[src/verilog/trig_mode_defs.svh]
// Constants of the trigger mode selection block
`ifndef TRIG_MODE_DEFS_SVH
`define TRIG_MODE_DEFS_SVH
`define TMS_OFFSET 8'h28
`define MODE_OFF 3'h0
`define MODE_SOURCE 3'h1
`define MODE_START_STOP 3'h2
`define MODE_ACCEPTOR 3'h3
`define MODE_FRONT_IN 3'h4
`define OUT_SEL_ECL0 4'h8
`define OUT_SEL_ECL1 4'h9
`define IN_SEL_ECL0 4'h9
`define IN_SEL_ECL1 4'hA
`define RESERVED_HIGH 8'hFF
`define CLK_MHZ 100
`define PULSE_NS 100
`define PULSE_CYCLES ((`PULSE_NS * `CLK_MHZ + 999) / 1000)
`endif

[src/verilog/trig_mode_pkg.sv]
// Types shared by the trigger mode selection block
package trig_mode_pkg;
   // Writable configuration fields of the register
   typedef struct packed {
      logic [2:0] output_protocol_mode;
      logic [3:0] input_line_select;
      logic front_output_enable;
      logic [3:0] output_line_select;
      logic line_drive_enable;
      logic async_edge_irq_enable;
      logic sync_edge_irq_enable;
   } cfg_s;
   // Backplane trigger lines, eight TTL then two differential
   typedef struct packed {
      logic [1:0] diff;
      logic [7:0] ttl;
   } lines_s;
   // Output protocol state
   typedef enum logic [1:0] {
      PROTO_IDLE,
      PROTO_PULSE,
      PROTO_HOLD
   } proto_e;
endpackage : trig_mode_pkg

[src/verilog/trigger_mode_select_logic.sv]
// Trigger mode selection register, protocol drive and edge monitor
`timescale 1ns/1ps
`include "trig_mode_defs.svh"
module trigger_mode_select_logic #(
   parameter int PULSE_CYCLES = `PULSE_CYCLES
) (
   // Clock and resets
   input wire logic clock_in,
   input wire logic reset_in,
   input wire logic soft_reset_in,
   // Register port
   input wire logic reg_write_in,
   input wire logic [7:0] reg_addr_in,
   input wire logic [15:0] reg_wdata_in,
   output logic [15:0] reg_rdata_out,
   // Pulse bit and acknowledge register writes
   input wire logic pulse_write_in,
   input wire logic pulse_value_in,
   input wire logic async_ack_write_in,
   input wire logic sync_ack_write_in,
   // Backplane trigger lines, open drain, active low
   input wire trig_mode_pkg::lines_s line_in,
   output trig_mode_pkg::lines_s line_out,
   output trig_mode_pkg::lines_s line_oe_out,
   // Front panel pins
   input wire logic front_in,
   output logic front_out,
   // Interrupt events
   output logic irq_request_out,
   output logic trigger_irq_flag_out
);
   import trig_mode_pkg::*;

   // Timing at a glance: a register write takes effect on the edge that
   // samples it; pins pass two flip-flops, so an edge on the selected
   // line shows as an event pulse about three cycles after the pin moves.
   // Every output is registered, so each answer is one cycle late,
   // which keeps decode glitches away from the pins.
   // Stored writable fields
   cfg_s cfg;
   // Status bits, active low when an edge has been seen
   logic async_edge_armed;
   logic sync_edge_armed;
   // Two-stage synchronisers for every line and the front input
   lines_s line_meta;
   lines_s line_sync;
   logic front_meta;
   logic front_sync;
   // Previous sample of the selected input line
   logic sel_prev;
   // Output protocol machine
   proto_e proto_state;
   proto_e next_proto_state;
   logic [7:0] pulse_count;
   logic [7:0] next_pulse_count;
   // Source mode may fire once after reset, then only after a one was written
   logic pulse_ready;
   // Acceptor drive held until acknowledged
   logic acceptor_hold;
   // High for the one cycle after the input select moves to a new line
   logic sel_fresh;

   // Combined reset; soft and hard resets clear alike
   // Both are synchronous, so one OR drives every flop that has a reset
   wire logic any_reset = reset_in | soft_reset_in;
   // Register write decode
   wire logic reg_hit = reg_addr_in == `TMS_OFFSET;
   wire logic reg_wr = reg_write_in & reg_hit;
   // Field extraction from write data; bit 2 is not stored
   // Reserved write bit 2 has no flop; software writes it as zero
   wire cfg_s wr_cfg = '{
      output_protocol_mode: reg_wdata_in[15:13],
      input_line_select: reg_wdata_in[12:9],
      front_output_enable: reg_wdata_in[8],
      output_line_select: reg_wdata_in[7:4],
      line_drive_enable: reg_wdata_in[3],
      async_edge_irq_enable: reg_wdata_in[1],
      sync_edge_irq_enable: reg_wdata_in[0]
   };

   // A write that moves the input select to another line
   wire logic sel_change = reg_wr &
      (wr_cfg.input_line_select != cfg.input_line_select);

   // Input select decode; reserved codes select nothing
   // Codes 1000, 1011 and 11xx fall through to the idle level
   wire logic in_ttl = cfg.input_line_select[3] == 1'b0;
   wire logic in_ecl0 = cfg.input_line_select == `IN_SEL_ECL0;
   wire logic in_ecl1 = cfg.input_line_select == `IN_SEL_ECL1;
   wire logic in_valid = in_ttl | in_ecl0 | in_ecl1;
   // Unselected line reads as released, so no edges appear
   wire logic sel_level = in_ttl ?
      line_sync.ttl[cfg.input_line_select[2:0]] :
      in_ecl0 ? line_sync.diff[0] :
      in_ecl1 ? line_sync.diff[1] : 1'b1;

   // Edges on the synchronised selected line
   // Just after a select change the history belongs to the old line, so
   // that cycle is masked; a true edge in that one cycle is missed, which
   // is the price of never reporting a phantom one
   wire logic edge_ok = in_valid & ~sel_fresh;
   wire logic sel_fall = edge_ok & sel_prev & ~sel_level;
   wire logic sel_rise = edge_ok & ~sel_prev & sel_level;

   // Edge events on armed status bits
   wire logic async_hit = sel_fall & async_edge_armed;
   wire logic sync_hit = sel_rise & sync_edge_armed;
   // Enable bits request on every matching edge
   // An armed bit and its enable on one edge still give one request
   wire logic async_req = async_hit |
      (sel_fall & cfg.async_edge_irq_enable);
   wire logic sync_req = sync_hit |
      (sel_rise & cfg.sync_edge_irq_enable);

   // Mode decode
   // Reserved codes 101 and 11x match no mode, so nothing is driven
   wire logic mode_source = cfg.output_protocol_mode == `MODE_SOURCE;
   wire logic mode_ss = cfg.output_protocol_mode == `MODE_START_STOP;
   wire logic mode_acc = cfg.output_protocol_mode == `MODE_ACCEPTOR;
   wire logic mode_front = cfg.output_protocol_mode == `MODE_FRONT_IN;

   // Pulse bit write events
   // The pulse bit is a strobe with its value; the bit itself is not kept
   wire logic pulse_zero = pulse_write_in & ~pulse_value_in;
   wire logic pulse_one = pulse_write_in & pulse_value_in;
   wire logic fire_pulse = mode_source & pulse_zero & pulse_ready;

   // Protocol asserted level, high means pull the line low
   // Front-in mode passes the synchronised pin, so it trails by two cycles
   wire logic proto_assert =
      (mode_source & (proto_state == PROTO_PULSE)) |
      (mode_ss & (proto_state == PROTO_HOLD)) |
      (mode_acc & acceptor_hold) |
      (mode_front & ~front_sync);

   // Output select decode to one of ten line positions
   // Codes 101x and 11xx leave every line released
   wire logic out_valid = ~cfg.output_line_select[3] |
      (cfg.output_line_select == `OUT_SEL_ECL0) |
      (cfg.output_line_select == `OUT_SEL_ECL1);
   wire logic [3:0] out_index = cfg.output_line_select;

   // Drive request per line position
   // Position index matches the line struct: TTL 0 to 7, then diff 0, 1;
   // at most one position can match, so two lines are never pulled
   logic [9:0] drive_sel;
   genvar g;
   generate
      for (g = 0; g < 10; g++) begin : g_drive
         // Only the selected line, only while drive is enabled
         assign drive_sel[g] = cfg.line_drive_enable & out_valid &
            (out_index == 4'(g)) & proto_assert;
      end
   endgenerate

   // Front output follows the protocol when enabled, else idles high
   // Low means asserted, the same sense as the backplane lines
   wire logic next_front = cfg.front_output_enable ?
      ~proto_assert : 1'b1;

   // Read value; reserved positions read as ones
   // Bit 2 shows the registered front pin, the level actually driven
   wire logic [15:0] read_value = {
      `RESERVED_HIGH,
      line_sync.diff[1], line_sync.diff[0],
      2'b11,
      front_sync,
      front_out,
      async_edge_armed, sync_edge_armed
   };

   // Protocol machine next state
   // Idle waits for a pulse bit write; a pulse counts down a fixed width;
   // a hold lasts until the stop write or a mode change, so a stale hold
   // never survives a change of mode. A zero written while a pulse runs
   // is not queued.
   always_comb begin
      next_proto_state = proto_state;
      next_pulse_count = pulse_count;
      case (proto_state)
         PROTO_IDLE: begin
            // A zero write starts a pulse or a hold
            if (fire_pulse) begin
               next_proto_state = PROTO_PULSE;
               next_pulse_count = 8'(PULSE_CYCLES - 1);
            end else if (mode_ss & pulse_zero) begin
               next_proto_state = PROTO_HOLD;
            end
         end
         PROTO_PULSE: begin
            // Fixed width low pulse, then back to idle
            if (pulse_count == 8'h00) begin
               next_proto_state = PROTO_IDLE;
            end else begin
               next_pulse_count = pulse_count - 8'h01;
            end
         end
         PROTO_HOLD: begin
            // A one write is the stop signal
            if (pulse_one | ~mode_ss) begin
               next_proto_state = PROTO_IDLE;
            end
         end
         default: begin
            next_proto_state = PROTO_IDLE;
         end
      endcase
   end

   // Synchronisers; first stage feeds only the second
   // No reset here: the pins settle during the reset hold anyway, and
   // a reset on the first stage would add nothing against metastability
   always_ff @(posedge clock_in) begin
      line_meta <= line_in;
      line_sync <= line_meta;
      front_meta <= front_in;
      front_sync <= front_meta;
   end

   // Configuration register
   // Fields take effect on the edge that samples the write
   always_ff @(posedge clock_in) begin
      if (any_reset) begin
         cfg <= '0;
      end else if (reg_wr) begin
         cfg <= wr_cfg;
      end
   end

   // Edge history; restarts released so reset gives no rising edge
   always_ff @(posedge clock_in) begin
      if (any_reset) begin
         sel_prev <= 1'b1;
      end else begin
         sel_prev <= sel_level;
      end
   end

   // Select change marker, cleared again on the next edge
   always_ff @(posedge clock_in) begin
      if (any_reset) begin
         sel_fresh <= 1'b0;
      end else begin
         sel_fresh <= sel_change;
      end
   end

   // Async status bit; a rearm write wins over an edge
   // An edge landing with the rearm write is dropped, not held over,
   // so software should rearm before the next edge can arrive
   always_ff @(posedge clock_in) begin
      if (any_reset) begin
         async_edge_armed <= 1'b1;
      end else if (async_ack_write_in) begin
         async_edge_armed <= 1'b1;
      end else if (async_hit) begin
         async_edge_armed <= 1'b0;
      end
   end

   // Sync status bit; cleared when the last acceptor lets go
   // The wired line only rises once every acceptor has released it,
   // so no count of acceptors is needed here
   always_ff @(posedge clock_in) begin
      if (any_reset) begin
         sync_edge_armed <= 1'b1;
      end else if (sync_ack_write_in) begin
         sync_edge_armed <= 1'b1;
      end else if (sync_hit) begin
         sync_edge_armed <= 1'b0;
      end
   end

   // Pulse rearm flag; a one write rearms, a fired pulse disarms
   // A zero then a one gives one pulse, then waits armed for the next zero
   always_ff @(posedge clock_in) begin
      if (any_reset) begin
         pulse_ready <= 1'b1;
      end else if (pulse_one) begin
         pulse_ready <= 1'b1;
      end else if (fire_pulse) begin
         pulse_ready <= 1'b0;
      end
   end

   // Acceptor drive; an edge in the ack cycle still asserts
   // Leaving acceptor mode drops the drive at once, with no ack needed
   always_ff @(posedge clock_in) begin
      if (any_reset | ~mode_acc) begin
         acceptor_hold <= 1'b0;
      end else if (sel_fall) begin
         acceptor_hold <= 1'b1;
      end else if (async_ack_write_in) begin
         acceptor_hold <= 1'b0;
      end
   end

   // Protocol machine state
   // The counter only matters in the pulse state
   always_ff @(posedge clock_in) begin
      if (any_reset) begin
         proto_state <= PROTO_IDLE;
         pulse_count <= 8'h00;
      end else begin
         proto_state <= next_proto_state;
         pulse_count <= next_pulse_count;
      end
   end

   // Registered pin drive; open drain only ever pulls low
   // Registering the enables keeps glitches of the decode off the pins,
   // at the cost of one cycle of latency on every drive change
   always_ff @(posedge clock_in) begin
      if (any_reset) begin
         line_oe_out <= '0;
         front_out <= 1'b1;
      end else begin
         line_oe_out <= drive_sel;
         front_out <= next_front;
      end
   end

   // Line output data is constant low
   // Kept as a flop so every output leaves a register
   always_ff @(posedge clock_in) begin
      line_out <= '0;
   end

   // Read data, event pulses
   // Read data trails the address by one cycle and is zero elsewhere
   // Each event pulse lasts one cycle; a flag always has its request too
   always_ff @(posedge clock_in) begin
      if (any_reset) begin
         reg_rdata_out <= 16'h0000;
         irq_request_out <= 1'b0;
         trigger_irq_flag_out <= 1'b0;
      end else begin
         reg_rdata_out <= reg_hit ? read_value : 16'h0000;
         irq_request_out <= async_req | sync_req;
         trigger_irq_flag_out <= async_hit | sync_hit;
      end
   end
endmodule : trigger_mode_select_logic

[config.mk]
export PLATFORM = sky130hd
export DESIGN_NAME = trigger_mode_select_logic
export DESIGN_NICKNAME = d
export VERILOG_FILES = /design/src/verilog/trig_mode_pkg.sv /design/src/verilog/trigger_mode_select_logic.sv
export VERILOG_INCLUDE_DIRS = /design/src /design/src/verilog
export SDC_FILE = /design/constraint.sdc
export NUM_CORES = 1
export LEC_CHECK = 0
export BUFFER_PORTS_ARGS = -buffer_cell sky130_fd_sc_hd__buf_2
export CAP_MARGIN = 0
export CORE_MARGIN = 3
export CORE_UTILIZATION = 35
export DETAILED_ROUTE_END_ITERATION = 8
export PLACE_DENSITY = 0.59
export SYNTH_ARGS = -nofsm -noshare
export SYNTH_HDL_FRONTEND = slang
export SYNTH_SLANG_ARGS = --single-unit
[constraint.sdc]
create_clock -name clock_in -period 3.21 [get_ports clock_in]
set_input_delay 0.321 -clock clock_in [delete_from_list [all_inputs] [get_ports clock_in]]
set_output_delay 0.321 -clock clock_in [all_outputs]
set_load 0.005 [all_outputs]
# [Word-level counts from Yosys, hierarchy flattened]
# Cells that the tools add are included.
[word_totals] register_bits=82 in_bits=43 wordCells=149
[classes] add_sub_neg=1 n_lt_le_gt_ge=1 eq_ne=24 n_mux=16 n_bitwise=67 reduce_logical=12
[ops] cell="1-bit AND" count=41
[ops] cell="4-bit by 3-bit == test with 1-bit output, second input constant" count=4
[ops] cell="4-bit == test, second input constant" count=4
[ops] cell="16-bit two-way mux" count=1
[ops] cell="8-bit two-way mux" count=2
[ops] cell="8-bit one-hot mux with 2 select lines" count=1
[ops] cell="1-bit bitwise OR" count=14
[ops] cell="1-bit inverter" count=12
[ops] cell="2-bit OR reduction" count=5
[ops] cell="4-bit by 2-bit == test with 1-bit output, second input constant" count=2
[ops] cell="8-bit by 6-bit == test with 1-bit output, second input constant" count=1
[ops] cell="8-bit logical NOT" count=1
[ops] cell="2-bit two-way mux" count=4
[ops] cell="8-bit by 1-bit subtractor with 8-bit output, second input constant" count=1
[ops] cell="3-bit by 2-bit == test with 1-bit output, second input constant" count=2
[ops] cell="1-bit two-way mux" count=6
[ops] cell="2-bit one-hot mux with 3 select lines" count=1
[ops] cell="3-bit AND reduction" count=2
[ops] cell="4-bit by 1-bit == test with 1-bit output, second input constant" count=1
[ops] cell="4-bit logical NOT" count=1
[ops] cell="3-bit by 4-bit < comparator with 1-bit output, second input constant" count=1
[ops] cell="2-bit by 1-bit inequality test with 1-bit output, second input constant" count=2
[ops] cell="2-bit inequality test, second input constant" count=2
[ops] cell="4-bit inequality test" count=1
[ops] cell="8 further kinds" count=9

# [Logic depth before layout (Yosys ltp)]
# Gate-level depths: netlist of the first run.
[logic_depth] ltp_word=9 mapped_depth=7 depth_no_buf=6

# [Worst setup path before layout of the first run]
# No wires, ideal clock.
[synth_timing] path_kind="register to register" start="register cfg[9] (netlist name)" end="register acceptor_hold" setup_time_ps=118 arrival_ps=1482 slack_ps=1610 path_stages_with_launch=7 n_path_buf=1 synth_period_minus_slack_ps=1600 cell_sequence="dfxtp_1 -> buf_6 -> mux2_2 -> o22ai_1 -> nor4_2 -> nor4b_2 -> o2111a_1"
[synth_via] elab_chain_len=7 elab_cells_between_ends=15 cone_classes="2 x eq/ne; 6 x mux; 6 x bitwise; 1 x reduce/logical"
[synth_lines] element="start: declaration" line="trigger_mode_select_logic.sv:40" text="cfg_s cfg;"
[synth_lines] element="start signal: assignment" line="trigger_mode_select_logic.sv:226" text="cfg <= wr_cfg;"
[synth_lines] element="4-bit == test (no source line)"
[synth_lines] element="1-bit bitwise OR or 1-bit two-way mux (tied branches)" line="trigger_mode_select_logic.sv:90, trigger_mode_select_logic.sv:95"
[synth_lines] element="1-bit bitwise OR or 1-bit two-way mux (tied branches)" line="trigger_mode_select_logic.sv:90, trigger_mode_select_logic.sv:94"
[synth_lines] element="1-bit AND or 1-bit two-way mux (tied branches)" line="trigger_mode_select_logic.sv:101, trigger_mode_select_logic.sv:92"
[synth_lines] element="1-bit AND or 1-bit inverter (tied branches)" line="trigger_mode_select_logic.sv:102" text="wire logic sel_fall = edge_ok & sel_prev & ~sel_level;"
[synth_lines] element="1-bit AND (*)" line="trigger_mode_select_logic.sv:102"
[synth_lines] element="1-bit two-way mux or 2-bit nonzero test (tied branches)"
[synth_lines] element="end signal: assignment" line="trigger_mode_select_logic.sv:290" text="acceptor_hold <= 1'b0;"
[synth_lines] element="end signal: assignment" line="trigger_mode_select_logic.sv:292" text="acceptor_hold <= 1'b1;"
[synth_lines] element="end signal: assignment" line="trigger_mode_select_logic.sv:294" text="acceptor_hold <= 1'b0;"
[synth_lines] element="end: declaration" line="trigger_mode_select_logic.sv:59" text="logic acceptor_hold;"
# Mark *: on every way between the ends. The rest lies on a longest branch, timed or not. The select of a mux whose other input is x is not followed.
# A chain may end at the register's enable or synchronous reset.

# [Worst setup path after layout of the first run]
# Same ends and word-level chain as after synthesis.

==> results.py, run 1 <==
metrics = {
    "floorplan": {
        "start_util": 0.372,
        "core_region_area_um2": 7490,
        "dieHeight_um": 95.2,
        "fp-row-count": 31,
        "top_level_ports": 82,
        "die_x_um": 95.2,
        "die_area_um2": 9060,
    },
    "sta": {
        "setup_tns_ns": 0,
        "fmax_mhz": 509,
        "rsz0062_at_grt": "false",
        "worst_slew_pin_slew_ns": 0.649,
        "worst_hold_slack_ns": 0.0690,
        "post-route-period-util": 0.612,
        "slew_viol_final": 0,
        "hold_violations": 0,
        "finalSetupViolCount": 0,
        "slew_headroom": 0.564,
        "fin_skew_ns": 0.00709,
        "fin_crit_ns": 1.96,
    },
    "finish": {
        "stdcell_count": 437,
        "fillCellCount": 742,
        "antenna_cells": 0,
        "final_area_um2": 3300,
        "area_delta_synth_final_pct": 18.5,
        "drive_gt1_frac": 0.308,
        "nets": 378,
        "seq_area_um2": 1460,
        "multi_input_area_um2": 1100,
    },
    "synthesis": {
        "synth_top_area_frac": 0.525,
        "synth_top_family_by_area": "simple AND/OR/NAND/NOR gates",
        "synthTopCellsByArea": "dfxtp_1 (52%), mux2i_1 (5.4%), nor2_1 (5.4%)",
        "synth_compound_area_frac": 0.0804,
        "synth_fa_ha_area_frac": 0.00899,
        "syn_inst": 269,
        "yosysSeqAreaShare": 0.525,
        "synth_xor_area_frac": 0.0346,
        "synth_simple_gate_area_frac": 0.192,
        "ys.flop_type": "dfxtp_1",
        "synthArstFlopShare": 0,
        "ys_types": 53,
        "synth.most_common_cell": "dfxtp_1",
        "synth_top_area_cell": "dfxtp_1",
        "synth_area_um2": 2780,
        "synthTopCellsByCount": "dfxtp_1 (73), nor2_1 (40), buf_4 (19)",
        "ys_warn_count": 0,
        "ys_ff_latch": 73,
        "yosys-mux-area-fraction": 0.0661,
        "synth_edf_count": 0,
        "synth_area_per_cell_um2": 10.3,
    },
    "grt": {
        "grt_pass1_wl_mm": 8.63,
        "grt_pass1_vias": 1882,
        "antenna_found_initial": 0,
        "grtUsageTotal": 0.127,
        "grt_max_degree": 23,
        "overflow": 0,
    },
    "routing": {
        "ant_nets": 0,
        "wl_per_cell_um": 11.9,
        "drt-initial-drc-count": 54,
        "via_per_inst": 4.49,
        "post-route-drc-count": 0,
        "wirelength_mm": 5.21,
        "vias": 1962,
        "firstDrtPassIters": 4,
    },
    "setup_path": {
        "crit_type": "reg -> reg",
        "critPathRequiredTime_ns": 3.45,
        "r2r_setup_slack_ns": 1.25,
        "path_max_fanout": 10,
        "crit_path_start_kind": "flip-flop",
        "reg2reg_depth": 5,
        "endpoint_kind": "flip-flop",
        "arrival_ns": 2.20,
    },
    "clock_network": {
        "numCtsBuffers": 9,
        "cts_tree": "yes",
        "cts_setup_buffers": 0,
        "clk_latency_ns": 0.34,
        "cts_root_buffer": "clkbuf_8",
        "h-tree-depth": 3,
        "clock_path_buffers": 2,
        "hold_buffers": 0,
        "post_cts_resized": 0,
        "clkTransAtPathRegs_ns": 0.08,
        "numClockSinks": 73,
    },
    "run_status": {
        "status": "complete, no violations",
    },
    "hold_path": {
        "holdPathStages": 1,
        "hp-class": "in -> reg",
    },
    "place": {
        "routabilityCongestion": 0.769,
        "io_buffers": 70,
        "place_area_um2": 3100,
        "dp_hpwl_mm": 3.79,
        "place_inst": 421,
    },
    "pwr": {
        "powerDensity_nw_per_um2": 515,
        "vdd_drop_max_mv": 0.290,
        "cellLeakagePower_nw": 1.50,
    },
    "job": {
        "drv_cap": 0,
    },
}
[final timing paths]
kind / start / endpoint
worst min register to register: line_meta[7] / line_sync[7]
worst max register to register: cfg[9] / acceptor_hold
worst max-delay path: cfg[9] / acceptor_hold
worst min-delay path: line_in[9] / line_meta[9]
[cell usage in the layout (no fill, tap or decap), types with 2 or more instances in the layout]
master and count:
nor3b_2 3, nor4_1 3, and2_1 6, o211ai_1 4, buf_4 4, nand4bb_1 2
ha_1 2, nand2b_1 4, clkinv_4 2, and3_1 2, nand4_1 2, nand3_1 2
xnor2_1 6, clkbuf_8 9, o21ai_0 10, a21oi_1 5, conb_1 10, nor3_1 5
mux2i_1 15, nor4b_1 3, o21a_1 2, or2_2 2, mux2_2 2, nor2b_1 2
nand2_1 7, xor2_1 5, dfxtp_1 73, or3_1 3, inv_6 2, inv_1 8
buf_2 70, nor2_1 40
[cells by family (layout without fill, tap and decap cells)]
family | count (synthesis) | after routing
muxes | 18 | 18
DFF | 73 | 73
and+or+nand+nor | 95 | 95
buffers and inverters | 38 | 98
adders and majority gates | 2 | 2
xor gates and xnor gates | 11 | 11
AOI/OAI and AO/OA | 31 | 31
other | 1 | 10
[state kept, by name, summed over array words and instances (netlist names), 2 cells and up]
signal and flops:
reg_rdata_out 7, cfg 11, proto_state 2, line_oe_out 10, pulse_count 8, line_meta 10
line_sync 10, out_index 4
[layer usage]
metal / vias up / track usage / wire length, um
met3: 10 / 0.0513 / 353
met1: 886 / 0.151 / 2440
met5: - / 0 / 0
li1: 1009 / - / -
met2: 57 / 0.202 / 2310
met4: 0 / 0.0541 / 97
[worst max-delay path, stage by stage, from the launching register on]
cell	delay (ns)
dfxtp_1	0.55
mux2_2	0.22
o22ai_1	0.08
nor4_2	0.60
nor4b_2	0.14
o2111a_1	0.26
[area by class of cell]
cell class | instances | area share
Sequential cell | 73 | 0.443
Multi-Input combinational cell | 167 | 0.334
Timing Repair Buffer | 74 | 0.115
Clock buffer | 9 | 0.0375
Tap cell | 99 | 0.0375
Clock inverter | 7 | 0.0235
Inverter | 8 | 0.00910
[metrics by stage]
stage / utilization / power, mW / setup slack, ns
after global routing: 0.441 / 1.77 / 1.06
after detailed placement: 0.414 / 1.01 / 1.25
final: 0.441 / 1.70 / 1.25
after floorplan: - / 0.980 / 1.61
after CTS: 0.441 / 1.73 / 1.23
after global placement: 0.414 / 1.01 / 1.28
[power breakdown]
part | switching [mW] | internal (mW) | leakage [nW]
clock | 0.351 | 0.365 | 0.100
combinational | 0.0278 | 0.0301 | 0.800
sequential | 0.00475 | 0.922 | 0.597
Note: power is estimated with default switching activity, not from simulation.
==> inputs of run 2 (changes only) <==
clock period = 1.9 ns   (was 3.21 ns; I/O delays follow)
==> results.py, run 2 (synthesis results as in run 1) <==
metrics = {
    "sta": {
        "fin_skew_ns": 0.0111,
        "post-route-period-util": 0.919,
        "finalSetupViolCount": 0,
        "fmax_mhz": 573,
        "rsz0062_at_grt": "false",
        "slew_viol_final": 0,
        "fin_crit_ns": 1.75,
        "setup_tns_ns": 0,
        "hold_violations": 0,
    },
    "setup_path": {
        "reg2reg_to": "pulse_count[3]",
        "reg2reg_depth": 6,
        "worstSetupStartpoint": "pulse_count[2]",
        "worstReg2RegStart": "pulse_count[2]",
        "endpoint_kind": "flip-flop",
        "crit_path_start_kind": "flip-flop",
        "r2r_setup_slack_ns": 0.15,
        "arrival_ns": 1.99,
        "slowest_stage": "nor4_1",
        "critPathRequiredTime_ns": 2.14,
        "worstPathCellList": "nor4_1 > a311oi_1 > buf_4 > o21ai_0 > xnor2_1 > o21a_1",
        "slowest_delay_ns": 0.48,
        "path_max_fanout": 11,
        "cp-endpoint": "pulse_count[3]",
        "crit_type": "reg -> reg",
    },
    "routing": {
        "vias": 2028,
        "ant_nets": 0,
        "wl_per_cell_um": 12.1,
        "post-route-drc-count": 0,
        "via_per_inst": 4.50,
        "wirelength_mm": 5.44,
        "firstDrtPassIters": 4,
        "drt-initial-drc-count": 68,
    },
    "place": {
        "io_buffers": 70,
        "routabilityCongestion": 0.744,
        "dp_hpwl_mm": 3.92,
        "place_area_um2": 3120,
    },
    "run_status": {
        "status": "complete, no violations",
    },
    "pwr": {
        "p_seq_frac": 0.517,
        "p_switching_mw": 0.652,
        "powerDensity_nw_per_um2": 872,
        "swShare": 0.215,
        "vdd_drop_max_mv": 0.349,
        "combPwrFrac": 0.039,
        "p_clk_frac": 0.444,
        "p_int_mw": 2.38,
        "cellLeakagePower_nw": 1.58,
    },
    "clock_network": {
        "numClockSinks": 73,
        "clock_path_buffers": 2,
        "clk_latency_ns": 0.35,
        "cts_root_buffer": "clkbuf_8",
        "numCtsBuffers": 9,
        "cts_tree": "yes",
        "h-tree-depth": 3,
        "cts_setup_buffers": 0,
        "clkTransAtPathRegs_ns": 0.08,
    },
    "floorplan": {
        "fp-row-count": 31,
        "start_util": 0.372,
        "die_x_um": 95.2,
        "top_level_ports": 82,
        "die_area_um2": 9060,
        "dieHeight_um": 95.2,
        "core_region_area_um2": 7490,
    },
    "grt": {
        "grt_max_degree": 16,
        "antenna_found_initial": 0,
        "grt_pass1_vias": 1949,
        "overflow": 0,
        "grt_pass1_wl_mm": 8.76,
        "grtUsageTotal": 0.128,
    },
    "hold_path": {
        "hp-class": "in -> reg",
    },
    "finish": {
        "mostFrequentLayoutCells": "dfxtp_1 (72), buf_2 (70), nor2_1 (40), mux2i_1 (15), dlygate4sd3_1 (11)",
        "antenna_cells": 0,
        "final_common_cell": "dfxtp_1",
        "drive_gt1_frac": 0.313,
        "largest_register": "cfg",
        "nets": 392,
        "multi_input_area_um2": 1120,
        "final_area_um2": 3480,
        "largest_reg_flops": 11,
        "area_delta_synth_final_pct": 24.9,
        "seq_area_um2": 1460,
        "fillCellCount": 719,
    },
    "job": {
        "drv_cap": 0,
    },
}
-- run 2: worst min-delay path by stage --
| stage | startpoint | to | depth (start not counted) |
|---|---|---|---|
| final | sync_ack_write_in | sync_edge_armed | 3 |
| after global routing | reg_wdata_in[5] | out_index[1] | 3 |
| after CTS | sync_ack_write_in | sync_edge_armed | 3 |
| after detailed placement | line_in[9] | line_meta[9] | 1 |
| after global placement | line_in[7] | line_meta[7] | 1 |
| after floorplan | front_in | front_meta | 0 |
-- run 2: worst max-delay path: cells and delay by family (launching register included) --
kind	cells	cell delay [ns]
AND/OR/NAND/NOR	1	0.48
AO/OA/AOI/OAI	3	0.53
flip-flops	1	0.36
buffers and inverters	1	0.20
XOR/XNOR	1	0.09
-- run 2: power by group through the flow --
stage | clock, mW | sequential [mW] | combinational, mW
after global routing | 1.44 | 1.57 | 0.136
final | 1.34 | 1.57 | 0.119
after global placement | 0 | 1.60 | 0.0993
after floorplan | 0 | 1.60 | 0.0564
after detailed placement | 0 | 1.60 | 0.0997
after CTS | 1.40 | 1.57 | 0.118
-- run 2: per-stage QoR --
step / hold slack (ns) / power (mW) / worst slack, ns / utilization / std cells
finish: 0.0626 / 3.03 / 0.154 / 0.464 / 451
global route: 0.0605 / 3.15 / 0.0200 / 0.464 / 451
CTS: 0.0399 / 3.08 / 0.0684 / 0.461 / 451
detailed placement: 0.294 / 1.70 / 0.0965 / 0.417 / 424
global placement: 0.294 / 1.70 / 0.120 / 0.417 / 424
floorplan: 0.218 / 1.66 / 0.300 / - / 278
-- run 2: cell type report --
| cell class | count | share of cell area |
|---|---|---|
| sequential | 73 | 0.421 |
| multi-input combinational | 167 | 0.323 |
| timing repair buffer | 88 | 0.148 |
| clock buffer | 9 | 0.0356 |
| tap | 99 | 0.0356 |
| clock inverter | 7 | 0.0288 |
| inverter | 8 | 0.00864 |
-- run 2: routing by layer --
layer	vias up	share of wire	GRT usage	wire length, um
li1	1037	-	-	-
met1	914	0.45	0.160	2430
met2	66	0.46	0.190	2480
met3	11	0.080	0.0537	435
met4	0	0.019	0.0577	102
met5	-	0	0	0
-- run 2: timing repair --
item,in CTS,in global routing
endpoints found under the setup margin,0,3
hold buffers,11,0
hold endpoints to repair,11,0
gates resized for setup,0,4
==> inputs of run 3 (changes only) <==
BUFFER_PORTS_ARGS = not set   (was -buffer_cell sky130_fd_sc_hd__buf_2)
DONT_BUFFER_PORTS = 1   (was not set)
PLACE_DENSITY = 0.5   (was 0.59)
==> results.py, run 3 (synthesis results as in run 1) <==
metrics = {
    "setup_path": {
        "endpoint_kind": "flip-flop",
        "critPathRequiredTime_ns": 2.18,
        "arrival_ns": 2.02,
        "crit_path_start_kind": "flip-flop",
        "path_max_fanout": 8,
        "crit_type": "reg -> reg",
    },
    "finish": {
        "area_delta_synth_final_pct": 18.4,
        "antenna_cells": 0,
        "utilization": 0.440,
        "largest_register": "cfg",
        "final_common_cell": "dfxtp_1",
        "drive_gt1_frac": 0.132,
        "largest_reg_flops": 11,
        "stdcell_count": 402,
        "nets": 343,
        "fillCellCount": 721,
        "mostFrequentLayoutCells": "dfxtp_1 (72), nor2_1 (40), dlygate4sd3_1 (32), mux2i_1 (15)",
    },
    "routing": {
        "wirelength_mm": 5.74,
        "drt-initial-drc-count": 61,
        "vias": 1877,
        "post-route-drc-count": 0,
        "wl_per_cell_um": 14.3,
        "firstDrtPassIters": 4,
        "via_per_inst": 4.67,
        "ant_nets": 0,
    },
    "sta": {
        "setup_tns_ns": 0,
        "worst_slew_pin_slew_ns": 0.500,
        "fmax_mhz": 577,
        "slew_headroom": 0.666,
        "fin_crit_ns": 1.73,
        "post-route-period-util": 0.912,
        "hold_violations": 0,
        "worst_hold_slack_ns": 0.0661,
        "slew_viol_final": 0,
        "rsz0062_at_grt": "false",
        "fin_skew_ns": 0.0108,
        "finalSetupViolCount": 0,
    },
    "grt": {
        "grtUsageTotal": 0.136,
        "grt_most_used_layer": "met2",
        "grt_max_degree": 23,
        "antenna_found_initial": 0,
        "grt_pass1_wl_mm": 9.25,
        "overflow": 0,
        "grtUsageMet1": 0.180,
        "use_met3": 0.0355,
        "grt_use_met2": 0.201,
        "grt_pass1_vias": 1854,
    },
    "pwr": {
        "powerDensity_nw_per_um2": 856,
        "vdd_drop_max_mv": 0.367,
        "cellLeakagePower_nw": 1.32,
        "total_power_mw": 2.82,
    },
    "floorplan": {
        "start_util": 0.372,
        "dieHeight_um": 95.2,
        "die_area_um2": 9060,
        "die_x_um": 95.2,
        "fp-row-count": 31,
        "top_level_ports": 82,
        "core_region_area_um2": 7490,
    },
    "hold_path": {
        "hp-class": "in -> reg",
    },
    "clock_network": {
        "numCtsBuffers": 9,
        "cts_setup_buffers": 0,
        "clkTransAtPathRegs_ns": 0.09,
        "cts_tree": "yes",
        "h-tree-depth": 3,
        "clock_path_buffers": 2,
        "cts_root_buffer": "clkbuf_8",
        "clk_latency_ns": 0.35,
        "numClockSinks": 73,
    },
    "place": {
        "place_inst": 354,
        "dp_hpwl_mm": 3.78,
        "io_buffers": 0,
        "routabilityCongestion": 0.771,
    },
    "job": {
        "drv_cap": 0,
    },
    "run_status": {
        "status": "complete, no violations",
    },
}
-- run 3: critical path, cell delays in order (launching register included) --
cell,delay (ns)
dfxtp_1,0.39
or3b_1,0.41
a21oi_2,0.25
o2111ai_2,0.16
or2_4,0.30
nor3b_2,0.17
-- run 3: per-layer routing --
| layer | part of all wire | vias to the layer above |
|---|---|---|
| met5 | 0 | - |
| met4 | 0.021 | 0 |
| met3 | 0.063 | 10 |
| met2 | 0.44 | 56 |
| met1 | 0.47 | 870 |
| li1 | - | 941 |
-- run 3: power by group --
| group | switching [mW] | internal (mW) | total (mW) |
|---|---|---|---|
| clock | 0.650 | 0.499 | 1.15 |
| combinational | 0.0429 | 0.0652 | 0.108 |
| sequential | 0.00930 | 1.56 | 1.57 |
| total | 0.702 | 2.12 | 2.82 |
-- run 3: through the flow --
step / worst slack (ns) / instance area (um^2)
4_1_cts: 0.0657 / 3280
3_5_place_dp: 0.0865 / 2770
3_3_place_gp: 0.136 / 2770
6_report: 0.168 / 3300
2_1_floorplan: 0.300 / 2820
5_1_grt: 0.0153 / 3300
-- run 3: path summary, 6_finish.rpt --
check / cells past startpoint / from / slack (ns) / endpoint
min reg2reg: 0 / line_meta[1] / 0.32 / line_sync[1]
max reg2reg: 5 / cfg[12] / 0.17 / line_oe_out[8]
max: 5 / cfg[12] / 0.17 / line_oe_out[8]
min: 3 / pulse_write_in / 0.07 / proto_state[1]
-- run 3: area by class of cell --
cell class              count  area, um^2  area share
clock buffers               9         124      0.0376
clock inverters             7        61.3      0.0186
inverters                   8        30.0     0.00911
multi-input cells         167        1120       0.340
flip-flops and latches     73        1460       0.444
well taps                  99         124      0.0376
repair buffers             39         373       0.113
-- run 3: what timing repair did --
| action | in CTS | in global routing |
|---|---|---|
| resized for setup | 0 | 4 |
| endpoints found under the setup margin | 0 | 3 |
| hold buffers | 32 | 0 |
| endpoints found under the hold margin | 31 | 0 |
